===== src/shared/pts_pkg.sv =====
// Purpose: constants and types shared by the period timer block
// Assumes: 8-bit register port, one clock
// Notes: register indices are word offsets on the plain register port
package pts_pkg;
    localparam logic [7:0] PTS_OFS_FLAG = 8'h0c;
    localparam logic [7:0] PTS_OFS_COUNT = 8'h11;
    localparam logic [7:0] PTS_OFS_CTRL = 8'h12;
    localparam logic [7:0] PTS_OFS_ENABLE = 8'h8c;
    localparam logic [7:0] PTS_OFS_PERIOD = 8'h92;
    localparam logic [7:0] PTS_RST_COUNT = 8'h00;
    localparam logic [7:0] PTS_RST_PERIOD = 8'hff;
    localparam logic [6:0] PTS_RST_CTRL = 7'h00;
    localparam int PTS_FLAG_BIT = 1;
    localparam int PTS_RUN_BIT = 2;
    localparam logic [1:0] PTS_PRE_DIV1 = 2'h0;
    localparam logic [1:0] PTS_PRE_DIV4 = 2'h1;
    localparam logic [3:0] PTS_PRE_LAST4 = 4'h3;
    localparam logic [3:0] PTS_PRE_LAST16 = 4'hf;
    // instruction clock is the system clock divided by four
    localparam logic [1:0] PTS_ICLK_LAST = 2'h3;

    typedef struct packed {
        logic [3:0] postscale_select;
        logic timer_run;
        logic [1:0] prescale_select;
    } pts_ctrl_type;

    typedef struct packed {
        logic [7:0] addr;
        logic [7:0] wdata;
        logic wr;
        logic rd;
    } pts_bus_type;

    typedef struct packed {
        logic [7:0] count;
        logic match;
        logic tick;
    } pts_base_type;
endpackage


===== src/logic/pts_timer.sv =====
// Purpose: 8-bit period timer with prescaler, period match and postscaler
// Assumes: plain register port, read data one cycle after the strobe
// Notes: match pulse and count are exported for serial port and pwm use
`timescale 1ns/1ns
`default_nettype none
// Behaviour
// - The count advances on the instruction clock divided by 1, 4 or 16.
// - Prescale field 00 is 1, 01 is 4, 1x is 16.
// - Count runs up from zero to the period value, then wraps to zero.
// - The period register is read/write and resets to all ones.
// - The count is read/write and resets to zero.
// - Matches pass a 4-bit postscaler that sets the flag bit 1.
// - Postscale field in bits 6..3 divides by its value plus one.
// - Control bit 2 runs the timer when one and stops it when zero.
// - Count or control writes and reset clear both scaler counters.
// - A control write leaves the count untouched.
// - The unscaled match pulse goes to the serial port.
// - Count and match are offered as the pwm time base.
// - Control bit 7 reads zero and the other bits reset to zero.
module pts_timer
    import pts_pkg::*;
(
    // clock and reset
    input wire logic clk_sys,
    input wire logic rst,
    // register port
    input wire pts_bus_type bus,
    output logic [7:0] rdata,
    // interrupt
    output logic irq,
    // time base to serial port and pwm
    output logic ssp_match,
    output var pts_base_type pwm_base
);
    logic [7:0] count_r;
    logic [7:0] period_r;
    pts_ctrl_type ctrl_r;
    logic [3:0] post_r;
    logic flag_r;
    logic enable_r;
    logic [7:0] rdata_r;
    logic tick;
    logic match;
    logic post_done;
    logic wr_count;
    logic wr_ctrl;
    logic wr_flag;
    logic wr_enable;
    logic wr_period;
    logic scaler_clear;

    assign wr_count = bus.wr && bus.addr == PTS_OFS_COUNT;
    assign wr_ctrl = bus.wr && bus.addr == PTS_OFS_CTRL;
    assign wr_flag = bus.wr && bus.addr == PTS_OFS_FLAG;
    assign wr_enable = bus.wr && bus.addr == PTS_OFS_ENABLE;
    assign wr_period = bus.wr && bus.addr == PTS_OFS_PERIOD;
    assign scaler_clear = wr_count || wr_ctrl;

    pts_prescaler u_pre (
        .clk_sys(clk_sys),
        .rst(rst),
        .run(ctrl_r.timer_run),
        .clear(scaler_clear),
        .sel(ctrl_r.prescale_select),
        .tick(tick)
    );

    // match is judged on the increment that wraps the count
    assign match = tick && (count_r == period_r);
    assign post_done = match && (post_r == ctrl_r.postscale_select);

    always_ff @(posedge clk_sys or posedge rst) begin
        if (rst) begin
            count_r <= PTS_RST_COUNT;
        end else if (wr_count) begin
            count_r <= bus.wdata;
        end else if (match) begin
            count_r <= 8'h00;
        end else if (tick) begin
            count_r <= count_r + 8'h01;
        end
    end

    always_ff @(posedge clk_sys or posedge rst) begin
        if (rst) begin
            period_r <= PTS_RST_PERIOD;
        end else if (wr_period) begin
            period_r <= bus.wdata;
        end
    end

    // bit 7 is not stored at all, so it always reads zero
    always_ff @(posedge clk_sys or posedge rst) begin
        if (rst) begin
            ctrl_r <= PTS_RST_CTRL;
        end else if (wr_ctrl) begin
            ctrl_r <= bus.wdata[6:0];
        end
    end

    always_ff @(posedge clk_sys or posedge rst) begin
        if (rst) begin
            post_r <= 4'h0;
        end else if (scaler_clear) begin
            post_r <= 4'h0;
        end else if (match) begin
            post_r <= post_done ? 4'h0 : post_r + 4'h1;
        end
    end

    // a completion in the clearing cycle wins over the software clear
    always_ff @(posedge clk_sys or posedge rst) begin
        if (rst) begin
            flag_r <= 1'b0;
        end else if (post_done) begin
            flag_r <= 1'b1;
        end else if (wr_flag && bus.wdata[PTS_FLAG_BIT]) begin
            flag_r <= 1'b0;
        end
    end

    always_ff @(posedge clk_sys or posedge rst) begin
        if (rst) begin
            enable_r <= 1'b0;
        end else if (wr_enable) begin
            enable_r <= bus.wdata[PTS_FLAG_BIT];
        end
    end

    always_ff @(posedge clk_sys or posedge rst) begin
        if (rst) begin
            rdata_r <= 8'h00;
        end else if (bus.rd) begin
            case (bus.addr)
                PTS_OFS_FLAG: rdata_r <= {6'h00, flag_r, 1'b0};
                PTS_OFS_COUNT: rdata_r <= count_r;
                PTS_OFS_CTRL: rdata_r <= {1'b0, ctrl_r};
                PTS_OFS_ENABLE: rdata_r <= {6'h00, enable_r, 1'b0};
                PTS_OFS_PERIOD: rdata_r <= period_r;
                default: rdata_r <= 8'h00;
            endcase
        end else begin
            rdata_r <= 8'h00;
        end
    end

    assign rdata = rdata_r;
    assign irq = flag_r && enable_r;
    assign ssp_match = match;
    assign pwm_base = '{count: count_r, match: match, tick: tick};

    wrap_to_zero_a: assert property (@(posedge clk_sys) disable iff (rst)
        match && !wr_count |=> count_r == 8'h00)
        else $error("count did not wrap after match");
    count_step_a: assert property (@(posedge clk_sys) disable iff (rst)
        tick && !match && !wr_count |=> count_r == $past(count_r) + 8'h01)
        else $error("count did not step on tick");
    period_write_a: assert property (@(posedge clk_sys) disable iff (rst)
        wr_period |=> period_r == $past(bus.wdata))
        else $error("period write lost");
    ctrl_keeps_count_a: assert property (@(posedge clk_sys) disable iff (rst)
        wr_ctrl && !tick |=> count_r == $past(count_r))
        else $error("control write changed count");
    scaler_clear_a: assert property (@(posedge clk_sys) disable iff (rst)
        scaler_clear |=> post_r == 4'h0)
        else $error("postscaler not cleared");
    stopped_hold_a: assert property (@(posedge clk_sys) disable iff (rst)
        !ctrl_r.timer_run && !bus.wr |=> $stable(count_r) && $stable(post_r))
        else $error("state moved while stopped");
    flag_sticky_a: assert property (@(posedge clk_sys) disable iff (rst)
        flag_r && !(wr_flag && bus.wdata[PTS_FLAG_BIT]) |=> flag_r)
        else $error("flag dropped without clear");
    flag_set_a: assert property (@(posedge clk_sys) disable iff (rst)
        post_done |=> flag_r)
        else $error("postscaler completion did not set flag");
    irq_gate_a: assert property (@(posedge clk_sys) disable iff (rst)
        irq == (flag_r && enable_r))
        else $error("irq not gated by enable");
    ctrl_read_a: assert property (@(posedge clk_sys) disable iff (rst)
        bus.rd && bus.addr == PTS_OFS_CTRL |=> rdata[7] == 1'b0)
        else $error("control bit 7 read as one");

    // checker-only helpers, not used by the timer logic itself
    logic [6:0] tick_len;
    logic [6:0] tick_gap_r;
    logic [8:0] span_r;
    logic span_ok_r;

    // expected cycles per tick, built from the divider constants
    always_comb begin
        case (ctrl_r.prescale_select)
            PTS_PRE_DIV1: tick_len = 7'({4'h0, PTS_ICLK_LAST}) + 7'h01;
            PTS_PRE_DIV4: tick_len = 7'({PTS_PRE_LAST4, PTS_ICLK_LAST}) + 7'h01;
            default: tick_len = 7'({PTS_PRE_LAST16, PTS_ICLK_LAST}) + 7'h01;
        endcase
    end

    // run only changes through a control write, which clears the scalers,
    // so every tick is a full prescale period after the previous event
    always_ff @(posedge clk_sys or posedge rst) begin
        if (rst) begin
            tick_gap_r <= 7'h00;
        end else if (scaler_clear || tick) begin
            tick_gap_r <= 7'h00;
        end else if (ctrl_r.timer_run) begin
            tick_gap_r <= tick_gap_r + 7'h01;
        end
    end

    // ticks between two matches with no count or period write between
    always_ff @(posedge clk_sys or posedge rst) begin
        if (rst) begin
            span_r <= 9'h000;
        end else if (match || wr_count) begin
            span_r <= 9'h000;
        end else if (tick) begin
            span_r <= span_r + 9'h001;
        end
    end

    always_ff @(posedge clk_sys or posedge rst) begin
        if (rst) begin
            span_ok_r <= 1'b0;
        end else if (wr_count || wr_period) begin
            span_ok_r <= 1'b0;
        end else if (match) begin
            span_ok_r <= 1'b1;
        end
    end

    tick_spacing_a: assert property (@(posedge clk_sys)
        disable iff (rst) tick |-> tick_gap_r + 7'h01 == tick_len)
        else $error("tick spacing does not follow the prescale");

    tick_gap_bound_a: assert property (@(posedge clk_sys)
        disable iff (rst) tick_gap_r < tick_len)
        else $error("prescale period overrun");

    stopped_no_tick_a: assert property (@(posedge clk_sys)
        disable iff (rst) !ctrl_r.timer_run |-> !tick)
        else $error("tick while stopped");

    match_span_a: assert property (@(posedge clk_sys)
        disable iff (rst) match && span_ok_r |-> span_r == {1'b0, period_r})
        else $error("match period differs from period register");

    count_stay_a: assert property (@(posedge clk_sys)
        disable iff (rst) !tick && !wr_count |=> $stable(count_r))
        else $error("count moved without tick");

    count_write_a: assert property (@(posedge clk_sys)
        disable iff (rst) wr_count |=> count_r == $past(bus.wdata))
        else $error("count write lost");

    count_read_a: assert property (@(posedge clk_sys)
        disable iff (rst)
        bus.rd && bus.addr == PTS_OFS_COUNT |=> rdata == $past(count_r))
        else $error("count read wrong");

    period_read_a: assert property (@(posedge clk_sys)
        disable iff (rst)
        bus.rd && bus.addr == PTS_OFS_PERIOD |=> rdata == $past(period_r))
        else $error("period read wrong");

    period_hold_a: assert property (@(posedge clk_sys)
        disable iff (rst) !wr_period |=> $stable(period_r))
        else $error("period changed without write");

    ctrl_write_a: assert property (@(posedge clk_sys)
        disable iff (rst) wr_ctrl |=> ctrl_r == $past(bus.wdata[6:0]))
        else $error("control write lost");

    ctrl_hold_a: assert property (@(posedge clk_sys)
        disable iff (rst) !wr_ctrl |=> $stable(ctrl_r))
        else $error("control changed without write");

    post_step_a: assert property (@(posedge clk_sys)
        disable iff (rst)
        match && !post_done |=> post_r == $past(post_r) + 4'h1)
        else $error("postscaler did not count the match");

    post_wrap_a: assert property (@(posedge clk_sys)
        disable iff (rst) post_done |=> post_r == 4'h0)
        else $error("postscaler did not restart");

    post_bound_a: assert property (@(posedge clk_sys)
        disable iff (rst) post_r <= ctrl_r.postscale_select)
        else $error("postscaler passed its select value");

    post_hold_a: assert property (@(posedge clk_sys)
        disable iff (rst) !match && !scaler_clear |=> $stable(post_r))
        else $error("postscaler moved without match");

    flag_cause_a: assert property (@(posedge clk_sys)
        disable iff (rst) $rose(flag_r) |-> $past(post_done))
        else $error("flag set without postscaler completion");

    flag_read_a: assert property (@(posedge clk_sys)
        disable iff (rst) bus.rd && bus.addr == PTS_OFS_FLAG
        |=> rdata == {6'h00, $past(flag_r), 1'b0})
        else $error("flag read wrong");

    flag_clear_a: assert property (@(posedge clk_sys)
        disable iff (rst)
        wr_flag && bus.wdata[PTS_FLAG_BIT] && !post_done |=> !flag_r)
        else $error("flag clear ignored");

    enable_write_a: assert property (@(posedge clk_sys)
        disable iff (rst)
        wr_enable |=> enable_r == $past(bus.wdata[PTS_FLAG_BIT]))
        else $error("enable write lost");

    enable_read_a: assert property (@(posedge clk_sys)
        disable iff (rst) bus.rd && bus.addr == PTS_OFS_ENABLE
        |=> rdata == {6'h00, $past(enable_r), 1'b0})
        else $error("enable read wrong");

    irq_rise_a: assert property (@(posedge clk_sys)
        disable iff (rst) $rose(flag_r) && enable_r |-> irq)
        else $error("enabled flag gave no irq");

    ssp_pulse_a: assert property (@(posedge clk_sys)
        disable iff (rst) ssp_match |=> !ssp_match)
        else $error("serial port match longer than one cycle");

    pwm_tick_a: assert property (@(posedge clk_sys)
        disable iff (rst) pwm_base.match |-> pwm_base.tick)
        else $error("pwm match without tick");

    match_seen_c: cover property (@(posedge clk_sys) disable iff (rst) match);
    flag_set_c: cover property (@(posedge clk_sys) disable iff (rst)
        post_done && ctrl_r.postscale_select == 4'hf);
    irq_c: cover property (@(posedge clk_sys) disable iff (rst) irq);
    div16_tick_c: cover property (@(posedge clk_sys) disable iff (rst)
        tick && ctrl_r.prescale_select[1]);
    set_vs_clear_c: cover property (@(posedge clk_sys) disable iff (rst)
        post_done && wr_flag);
endmodule
`default_nettype wire


===== src/logic/pts_prescaler.sv =====
// Purpose: instruction clock divider and selectable prescaler
// Assumes: clear is a one-cycle pulse from the register side
// Notes: emits one-cycle tick per prescaled timer increment
`timescale 1ns/1ns
`default_nettype none
module pts_prescaler
    import pts_pkg::*;
(
    // clock and reset
    input wire logic clk_sys,
    input wire logic rst,
    // control
    input wire logic run,
    input wire logic clear,
    input wire logic [1:0] sel,
    // output
    output logic tick
);
    logic [1:0] iclk_r;
    logic [3:0] pre_r;
    logic iclk_end;
    logic [3:0] pre_last;

    assign iclk_end = (iclk_r == PTS_ICLK_LAST);

    always_comb begin
        case (sel)
            PTS_PRE_DIV1: pre_last = 4'h0;
            PTS_PRE_DIV4: pre_last = PTS_PRE_LAST4;
            default: pre_last = PTS_PRE_LAST16;
        endcase
    end

    // held while stopped; the control write that restarts counting clears them first
    always_ff @(posedge clk_sys or posedge rst) begin
        if (rst) begin
            iclk_r <= 2'h0;
            pre_r <= 4'h0;
        end else if (clear) begin
            iclk_r <= 2'h0;
            pre_r <= 4'h0;
        end else if (run) begin
            iclk_r <= iclk_r + 2'h1;
            if (iclk_end) begin
                pre_r <= (pre_r >= pre_last) ? 4'h0 : pre_r + 4'h1;
            end
        end
    end

    assign tick = run && !clear && iclk_end && (pre_r >= pre_last);

    tick_needs_run_a: assert property (@(posedge clk_sys) disable iff (rst)
        tick |-> run && $past(iclk_r) == 2'h2)
        else $error("tick without run or off the instruction clock");
    div1_spacing_a: assert property (@(posedge clk_sys) disable iff (rst)
        tick && sel == PTS_PRE_DIV1 && $stable(sel) |=> !tick [*3])
        else $error("prescale 1 ticks too often");
endmodule
`default_nettype wire


===== config.mk =====
export PLATFORM = sky130hd
export DESIGN_NAME = pts_timer
export DESIGN_NICKNAME = d
export VERILOG_FILES = /design/src/shared/pts_pkg.sv /design/src/logic/pts_timer.sv /design/src/logic/pts_prescaler.sv
export SDC_FILE = /design/constraint.sdc
export NUM_CORES = 1
export LEC_CHECK = 0
export ABC_AREA = 0
export BUFFER_PORTS_ARGS = -buffer_cell sky130_fd_sc_hd__clkbuf_2
export CELL_PAD_IN_SITES_DETAIL_PLACEMENT = 1
export CELL_PAD_IN_SITES_GLOBAL_PLACEMENT = 2
export CORE_MARGIN = 2
export CORE_UTILIZATION = 36
export DETAILED_ROUTE_END_ITERATION = 16
export GPL_TIMING_DRIVEN = 1
export PLACE_DENSITY = 0.85
export SETUP_SLACK_MARGIN = 0.3
export SKIP_LAST_GASP = 1
export SYNTH_ARGS = -nofsm -noshare
export SYNTH_HDL_FRONTEND = slang
export SYNTH_HIERARCHICAL = 1
export SYNTH_SLANG_ARGS = --single-unit

===== constraint.sdc =====
create_clock -name clk_sys -period 4.4 [get_ports clk_sys]
set_clock_uncertainty 0.05 [all_clocks]
set_input_delay 0.44 -clock clk_sys [delete_from_list [all_inputs] [get_ports clk_sys]]
set_output_delay 0.44 -clock clk_sys [all_outputs]
set_load 0.05 [all_outputs]

==> flow_metrics.tcl, run 1 <==
set metrics [dict create \
    fin_setup_tns_ns 0 \
    final-seq-area_mm2 0.00109 \
    cts_tree "yes" \
    syn_area_mm2 0.00248 \
    cpPeakStageDelay_ns 0.53 \
    cp_top_family "simple AND/OR/NAND/NOR gates" \
    timing.final.crit_share_pct 79.5 \
    final_cell_mix "clkbuf_2, dfrtp_1, nor2_1" \
    ios 40 \
    rsz0062_at_grt "false" \
    num-nets-final 313 \
    r2r-start "ctrl_r[1]" \
    cp-start-kind "flip-flop" \
    worstMarginPinSlew_ns 0.876 \
    wl_um 6200 \
    setup_viol 0 \
    cp_slowest_cell "nor3_2" \
    place.gp.congestion 0.834 \
    ys_seq_elements 43 \
    min_path_cells 2 \
    worstPathRequired_ns 3.91 \
    peakVddDrop_mv 0.142 \
    dieArea_mm2 0.00758 \
    layout-drive-gt1-share_pct 25.9 \
    cp.arrival_ns 3.01 \
    drt-vias-per-instance 5.37 \
    start_util_pct 37.0 \
    synth_edf_count 0 \
    worstSetupPathType "reg2out" \
    dp_hpwl_um 4650 \
    synth-seq-area-share_pct 43.7 \
    ys_types 53 \
    leakage_nw 1.26 \
    reg2regPathDepth 10 \
    drt_iter0_drc 74 \
    fmax_ghz 0.286 \
    ant_nets 0 \
    synthArstFlopShare_pct 100 \
    clock_path_buffers 2 \
    finalHoldViolCount 0 \
    startpoint "ctrl_r[1]" \
    grt_max_degree 38 \
    antenna_found_initial 0 \
    multi_input_area_mm2 0.00132 \
    fin_area_mm2 0.00284 \
    first_pass_iters 4 \
    num_rows 30 \
    ys_warn_count 6 \
    clockRootBuffer "clkbuf_8" \
    clk_pin_slew_worst_paths_ns 0.08 \
    p_per_area_mw_per_mm2 363 \
    cts_sinks 43 \
    synth_flop_cell "dfrtp_1" \
    grt_pass1_vias 2003 \
    portBuffers 39 \
    clock_latency_ns 0.30 \
    h-tree-depth 2 \
    reg2reg_to "post_r[3]" \
    max_cap_violations 0 \
    r2r_slack_ns 1.33 \
    outcome "finished clean" \
    placed_cell_area_mm2 0.00274 \
    area_growth_pct 14.2 \
    numCtsBuffers 5 \
    track_usage_pct 17.5 \
    coreArea_mm2 0.00672 \
    setup_ws_ns 0.901 \
    grt.overflow.total 0 \
    drc 0 \
    syn_inst 245 \
    vias 1966 \
    die_h_um 87.1 \
    period_needed_ns 3.50 \
    endpoint "pwm_base[1]" \
    crit_cells 9 \
    wl_per_cell_um 16.9 \
    dp_slack_ns 1.14 \
    slew_headroom_pct 41.1 \
    die_w_um 87.1 \
    syn_area_per_cell_um2 10.1 \
    nFillCells 777 \
    hold_class "in2reg" \
    path_buf_inv 2 \
    utilization_pct 42.3 \
    cp_cell_sequence "or2_2, ha_1, nand2b_4, a2111oi_4, nor4_1, buf_4, nand2_1, nor3_2, clkbuf_2" \
    power.total_mw 1.03 \
    final_common_cell "clkbuf_2" \
    worstPathMaxFanout 9 \
    grt_pass1_wl_um 10200 \
    endpoint_kind "primary output" \
    antenna_cells 0 \
    slew_violations 0 \
    syn-num-nets 273 \
]
==> per-stage QoR <==
stage,hold WS (ns),instances
after floorplan,0.181,245
after global placement,0.311,357
after detailed placement,0.315,357
after CTS,0.320,366
after global routing,0.328,366
final,0.324,366
==> registers in the layout, indices dropped and copies added, names as in the netlist <==
| signal | cells |
|---|---|
| enable_r | 1 |
| period_r | 8 |
| u_pre/pre_r | 4 |
| rdata | 8 |
| ctrl_r | 7 |
| u_pre/iclk_r | 2 |
| flag_r | 1 |
| count_r | 8 |
| post_r | 4 |
==> report_power, final <==
part | switching (mW) | leakage (nW) | internal (mW)
Clock | 0.138 | 0.0412 | 0.111
Combinational | 0.164 | 0.697 | 0.122
Sequential | 0.0568 | 0.517 | 0.439
Total | 0.358 | 1.26 | 0.672
==> repair_timing <==
item                                   4_1_cts  5_1_grt
endpoints found under the hold margin        6        0
buffers inserted                             0        0
gates resized for setup                      0        0
hold buffers                                 1        0
==> cell usage after synthesis (3+ instances only) <==
master	count	area (um2)
a21oi_1	26	130
a22oi_1	9	67.6
buf_2	3	15.0
buf_4	3	22.5
dfrtp_1	35	876
dfstp_2	8	210
ha_1	8	100
inv_1	6	22.5
mux2_1	8	90.1
mux2_2	10	113
nand2_1	12	45.0
nand2b_1	3	18.8
nand3_1	9	45.0
nor2_1	29	109
nor2b_1	5	31.3
nor3_1	5	25.0
nor3b_1	3	22.5
o21ai_0	4	20.0
xnor2_1	9	78.8
xor2_1	4	35.0
==> cells by family (layout without fill, tap and decap cells) <==
logic type	Yosys count	after routing	synth area share [%]
adders and majority gates	8	8	4.03
xor gates and xnor gates	13	13	4.58
DFF	43	43	43.7
and+or+nand+nor	87	87	19.9
buffers and inverters	16	57	3.32
AOI/OAI and AO/OA	58	58	15.5
muxes	20	20	8.96
==> final cells by class <==
cell class	instances	share of cell area, %
Clock buffer	6	2.56
Clock inverter	2	0.441
Inverter	7	0.926
Multi-Input combinational cell	186	46.5
Sequential cell	43	38.3
Tap cell	80	3.53
Timing Repair Buffer	42	7.76
==> per-layer routing <==
layer | global-route usage, % | vias to the layer above | wire (um)
met4 | 6.11 | 0 | 111
met5 | 0 | - | 0
met2 | 27.8 | 32 | 2780
met1 | 24.4 | 963 | 3170
met3 | 2.46 | 7 | 138
li1 | - | 964 | -
==> worst min-delay path by stage <==
| stage | startpoint | end | slack (ns) |
|---|---|---|---|
| after floorplan | rst | u_pre/iclk_r[0] | 0.18 |
| after global placement | rst | u_pre/pre_r[3] | 0.31 |
| after detailed placement | rst | u_pre/pre_r[3] | 0.31 |
| after CTS | bus[9] | period_r[7] | 0.32 |
| after global routing | bus[9] | period_r[7] | 0.33 |
| final | bus[9] | period_r[7] | 0.32 |
(Power assumes the default switching activity.)
==> run 2: changes to the inputs <==
==> constraint.sdc (replaced) <==
create_clock -name clk_sys -period 3.5 [get_ports clk_sys]
set_clock_uncertainty 0.05 [all_clocks]
set_input_delay 0.35 -clock clk_sys [delete_from_list [all_inputs] [get_ports clk_sys]]
set_output_delay 0.35 -clock clk_sys [all_outputs]
set_load 0.05 [all_outputs]
==> run 2 against run 1 <==
Effect of this change: first-iteration DRC count grew 22%; setup slack got worse by 0.47 ns; flip-flop and latch count unchanged; hold slack worse by 0.11 ns.
==> flow_metrics.tcl, run 2 (synthesis gave the netlist of run 1 again) <==
set metrics [dict create \
    outcome "finished clean" \
    rsz0062_at_grt "true" \
    start_util_pct 37.0 \
    grt.overflow.total 0 \
    worstMarginPinSlew_ns 1.06 \
    timing.final.crit_share_pct 87.7 \
    dp_slack_ns 0.547 \
    drt_iter0_drc 90 \
    vias 2028 \
    wl_per_cell_um 17.5 \
    grt_max_degree 38 \
    dieArea_mm2 0.00758 \
    cpPeakStageDelay_ns 0.41 \
    die_w_um 87.1 \
    cp_cell_sequence "or2_2, ha_1, nand2b_4, a2111oi_4, nor4_2, nand2_1, nor3_4, buf_4" \
    numCtsBuffers 5 \
    drt-vias-per-instance 5.51 \
    path_buf_inv 1 \
    antenna_cells 0 \
    cts_sinks 43 \
    nFillCells 784 \
    clock_latency_ns 0.31 \
    track_usage_pct 18.7 \
    fin_area_mm2 0.00290 \
    fin_setup_tns_ns 0 \
    power.switching_mw 0.469 \
    final_cell_mix "clkbuf_2, dfrtp_1, nor2_1" \
    met1_usage_pct 24.6 \
    combPwrFrac_pct 26.2 \
    coreArea_mm2 0.00672 \
    placed_cell_area_mm2 0.00276 \
    cp_slowest_cell "dfrtp_1" \
    leakage_nw 1.30 \
    dp_hpwl_um 4840 \
    drc 0 \
    antenna_found_initial 0 \
    die_h_um 87.1 \
    ant_nets 0 \
    num_rows 30 \
    fmax_ghz 0.326 \
    switching_share_pct 33.8 \
    setup_viol 0 \
    met3_usage_pct 3.13 \
    place.gp.congestion 0.792 \
    area_growth_pct 16.7 \
    hold_class "in2reg" \
    p_int_mw 0.918 \
    cts_tree "yes" \
    cp.arrival_ns 2.67 \
    max_cap_violations 0 \
    clockRootBuffer "clkbuf_8" \
    grt_pass1_vias 2107 \
    wl_um 6450 \
    clock_path_buffers 2 \
    first_pass_iters 6 \
    h-tree-depth 2 \
    slew_violations 0 \
    worstPathMaxFanout 7 \
    setup_ws_ns 0.429 \
    cp_top_family "simple AND/OR/NAND/NOR gates" \
    slew_headroom_pct 28.6 \
    p_per_area_mw_per_mm2 478 \
    peakVddDrop_mv 0.167 \
    grt_pass1_wl_um 10900 \
    grtUsageMet2_pct 31.1 \
    layout-drive-gt1-share_pct 27.1 \
    num-nets-final 315 \
    finalHoldViolCount 0 \
    power_frac_clock_pct 29.1 \
    period_needed_ns 3.07 \
    worstSetupPathType "reg2out" \
    worstPathRequired_ns 3.10 \
    ios 40 \
    p_seq_share_pct 44.7 \
    grt-busiest-layer "met2" \
    portBuffers 39 \
    endpoint_kind "primary output" \
    cp-start-kind "flip-flop" \
    clk_pin_slew_worst_paths_ns 0.09 \
    final_common_cell "clkbuf_2" \
]
==> run 2: changes by cell type in the layout (fill, tap and decap cells not counted) <==
cell	before	now
nor4_2	0	1
buf_4	2	6
nor3_4	0	1
nor4_1	2	1
nor3_2	1	0
clkinv_4	0	1
clkbuf_2	39	37
bufinv_16	0	1
clkinvlp_4	1	0
clkbuf_1	1	0
==> run 2: final timing paths <==
path / cells past startpoint / to / slack [ns] / from
min in group asynchronous: 3 / u_pre/pre_r[3] / 0.46 / rst
worst min register to register: 2 / u_pre/iclk_r[1] / 0.49 / u_pre/iclk_r[1]
worst max-delay path: 8 / ssp_match / 0.43 / ctrl_r[1]
max in group asynchronous: 4 / period_r[5] / 2.38 / rst
worst max register to register: 9 / post_r[3] / 0.54 / ctrl_r[1]
worst min-delay path: 2 / period_r[7] / 0.22 / bus[9]
==> run 2: area by class of cell <==
| type | count | area (um2) | share of cell area (%) |
|---|---|---|---|
| Clock inverter | 3 | 43.8 | 1.51 |
| Multi-Input combinational cell | 186 | 1330 | 46.0 |
| Clock buffer | 5 | 68.8 | 2.37 |
| Timing Repair Buffer | 44 | 240 | 8.29 |
| Tap cell | 80 | 100 | 3.45 |
| Sequential cell | 43 | 1090 | 37.5 |
| Inverter | 7 | 26.3 | 0.906 |
==> run 2: routing by layer <==
layer / wire length, um / vias to the layer above
met4: 99 / 0
met3: 179 / 6
met2: 3140 / 40
met5: 0 / -
li1: - / 966
met1: 3040 / 1016
==> run 2: timing repair <==
action	CTS	global route
setup endpoints to repair	0	2
hold buffers	1	0
resized for setup	0	6
buffers inserted	0	2
endpoints found under the hold margin	6	0
==> run 2: stage by stage <==
| step | util [%] | hold slack [ns] | total power, mW | instances |
|---|---|---|---|---|
| after floorplan | - | 0.0910 | 0.891 | 245 |
| after global placement | 41.0 | 0.218 | 0.978 | 357 |
| after detailed placement | 41.0 | 0.227 | 0.994 | 357 |
| after CTS | 42.8 | 0.219 | 1.41 | 366 |
| after global routing | 43.1 | 0.247 | 1.48 | 368 |
| final | 43.1 | 0.218 | 1.39 | 368 |
==> run 2: power groups by stage <==
stage	clock network [mW]	logic [mW]	registers, mW
after global placement	0	0.351	0.627
after CTS	0.418	0.368	0.620
after detailed placement	0	0.364	0.630
final	0.403	0.364	0.620
after floorplan	0	0.240	0.651
after global routing	0.436	0.413	0.630
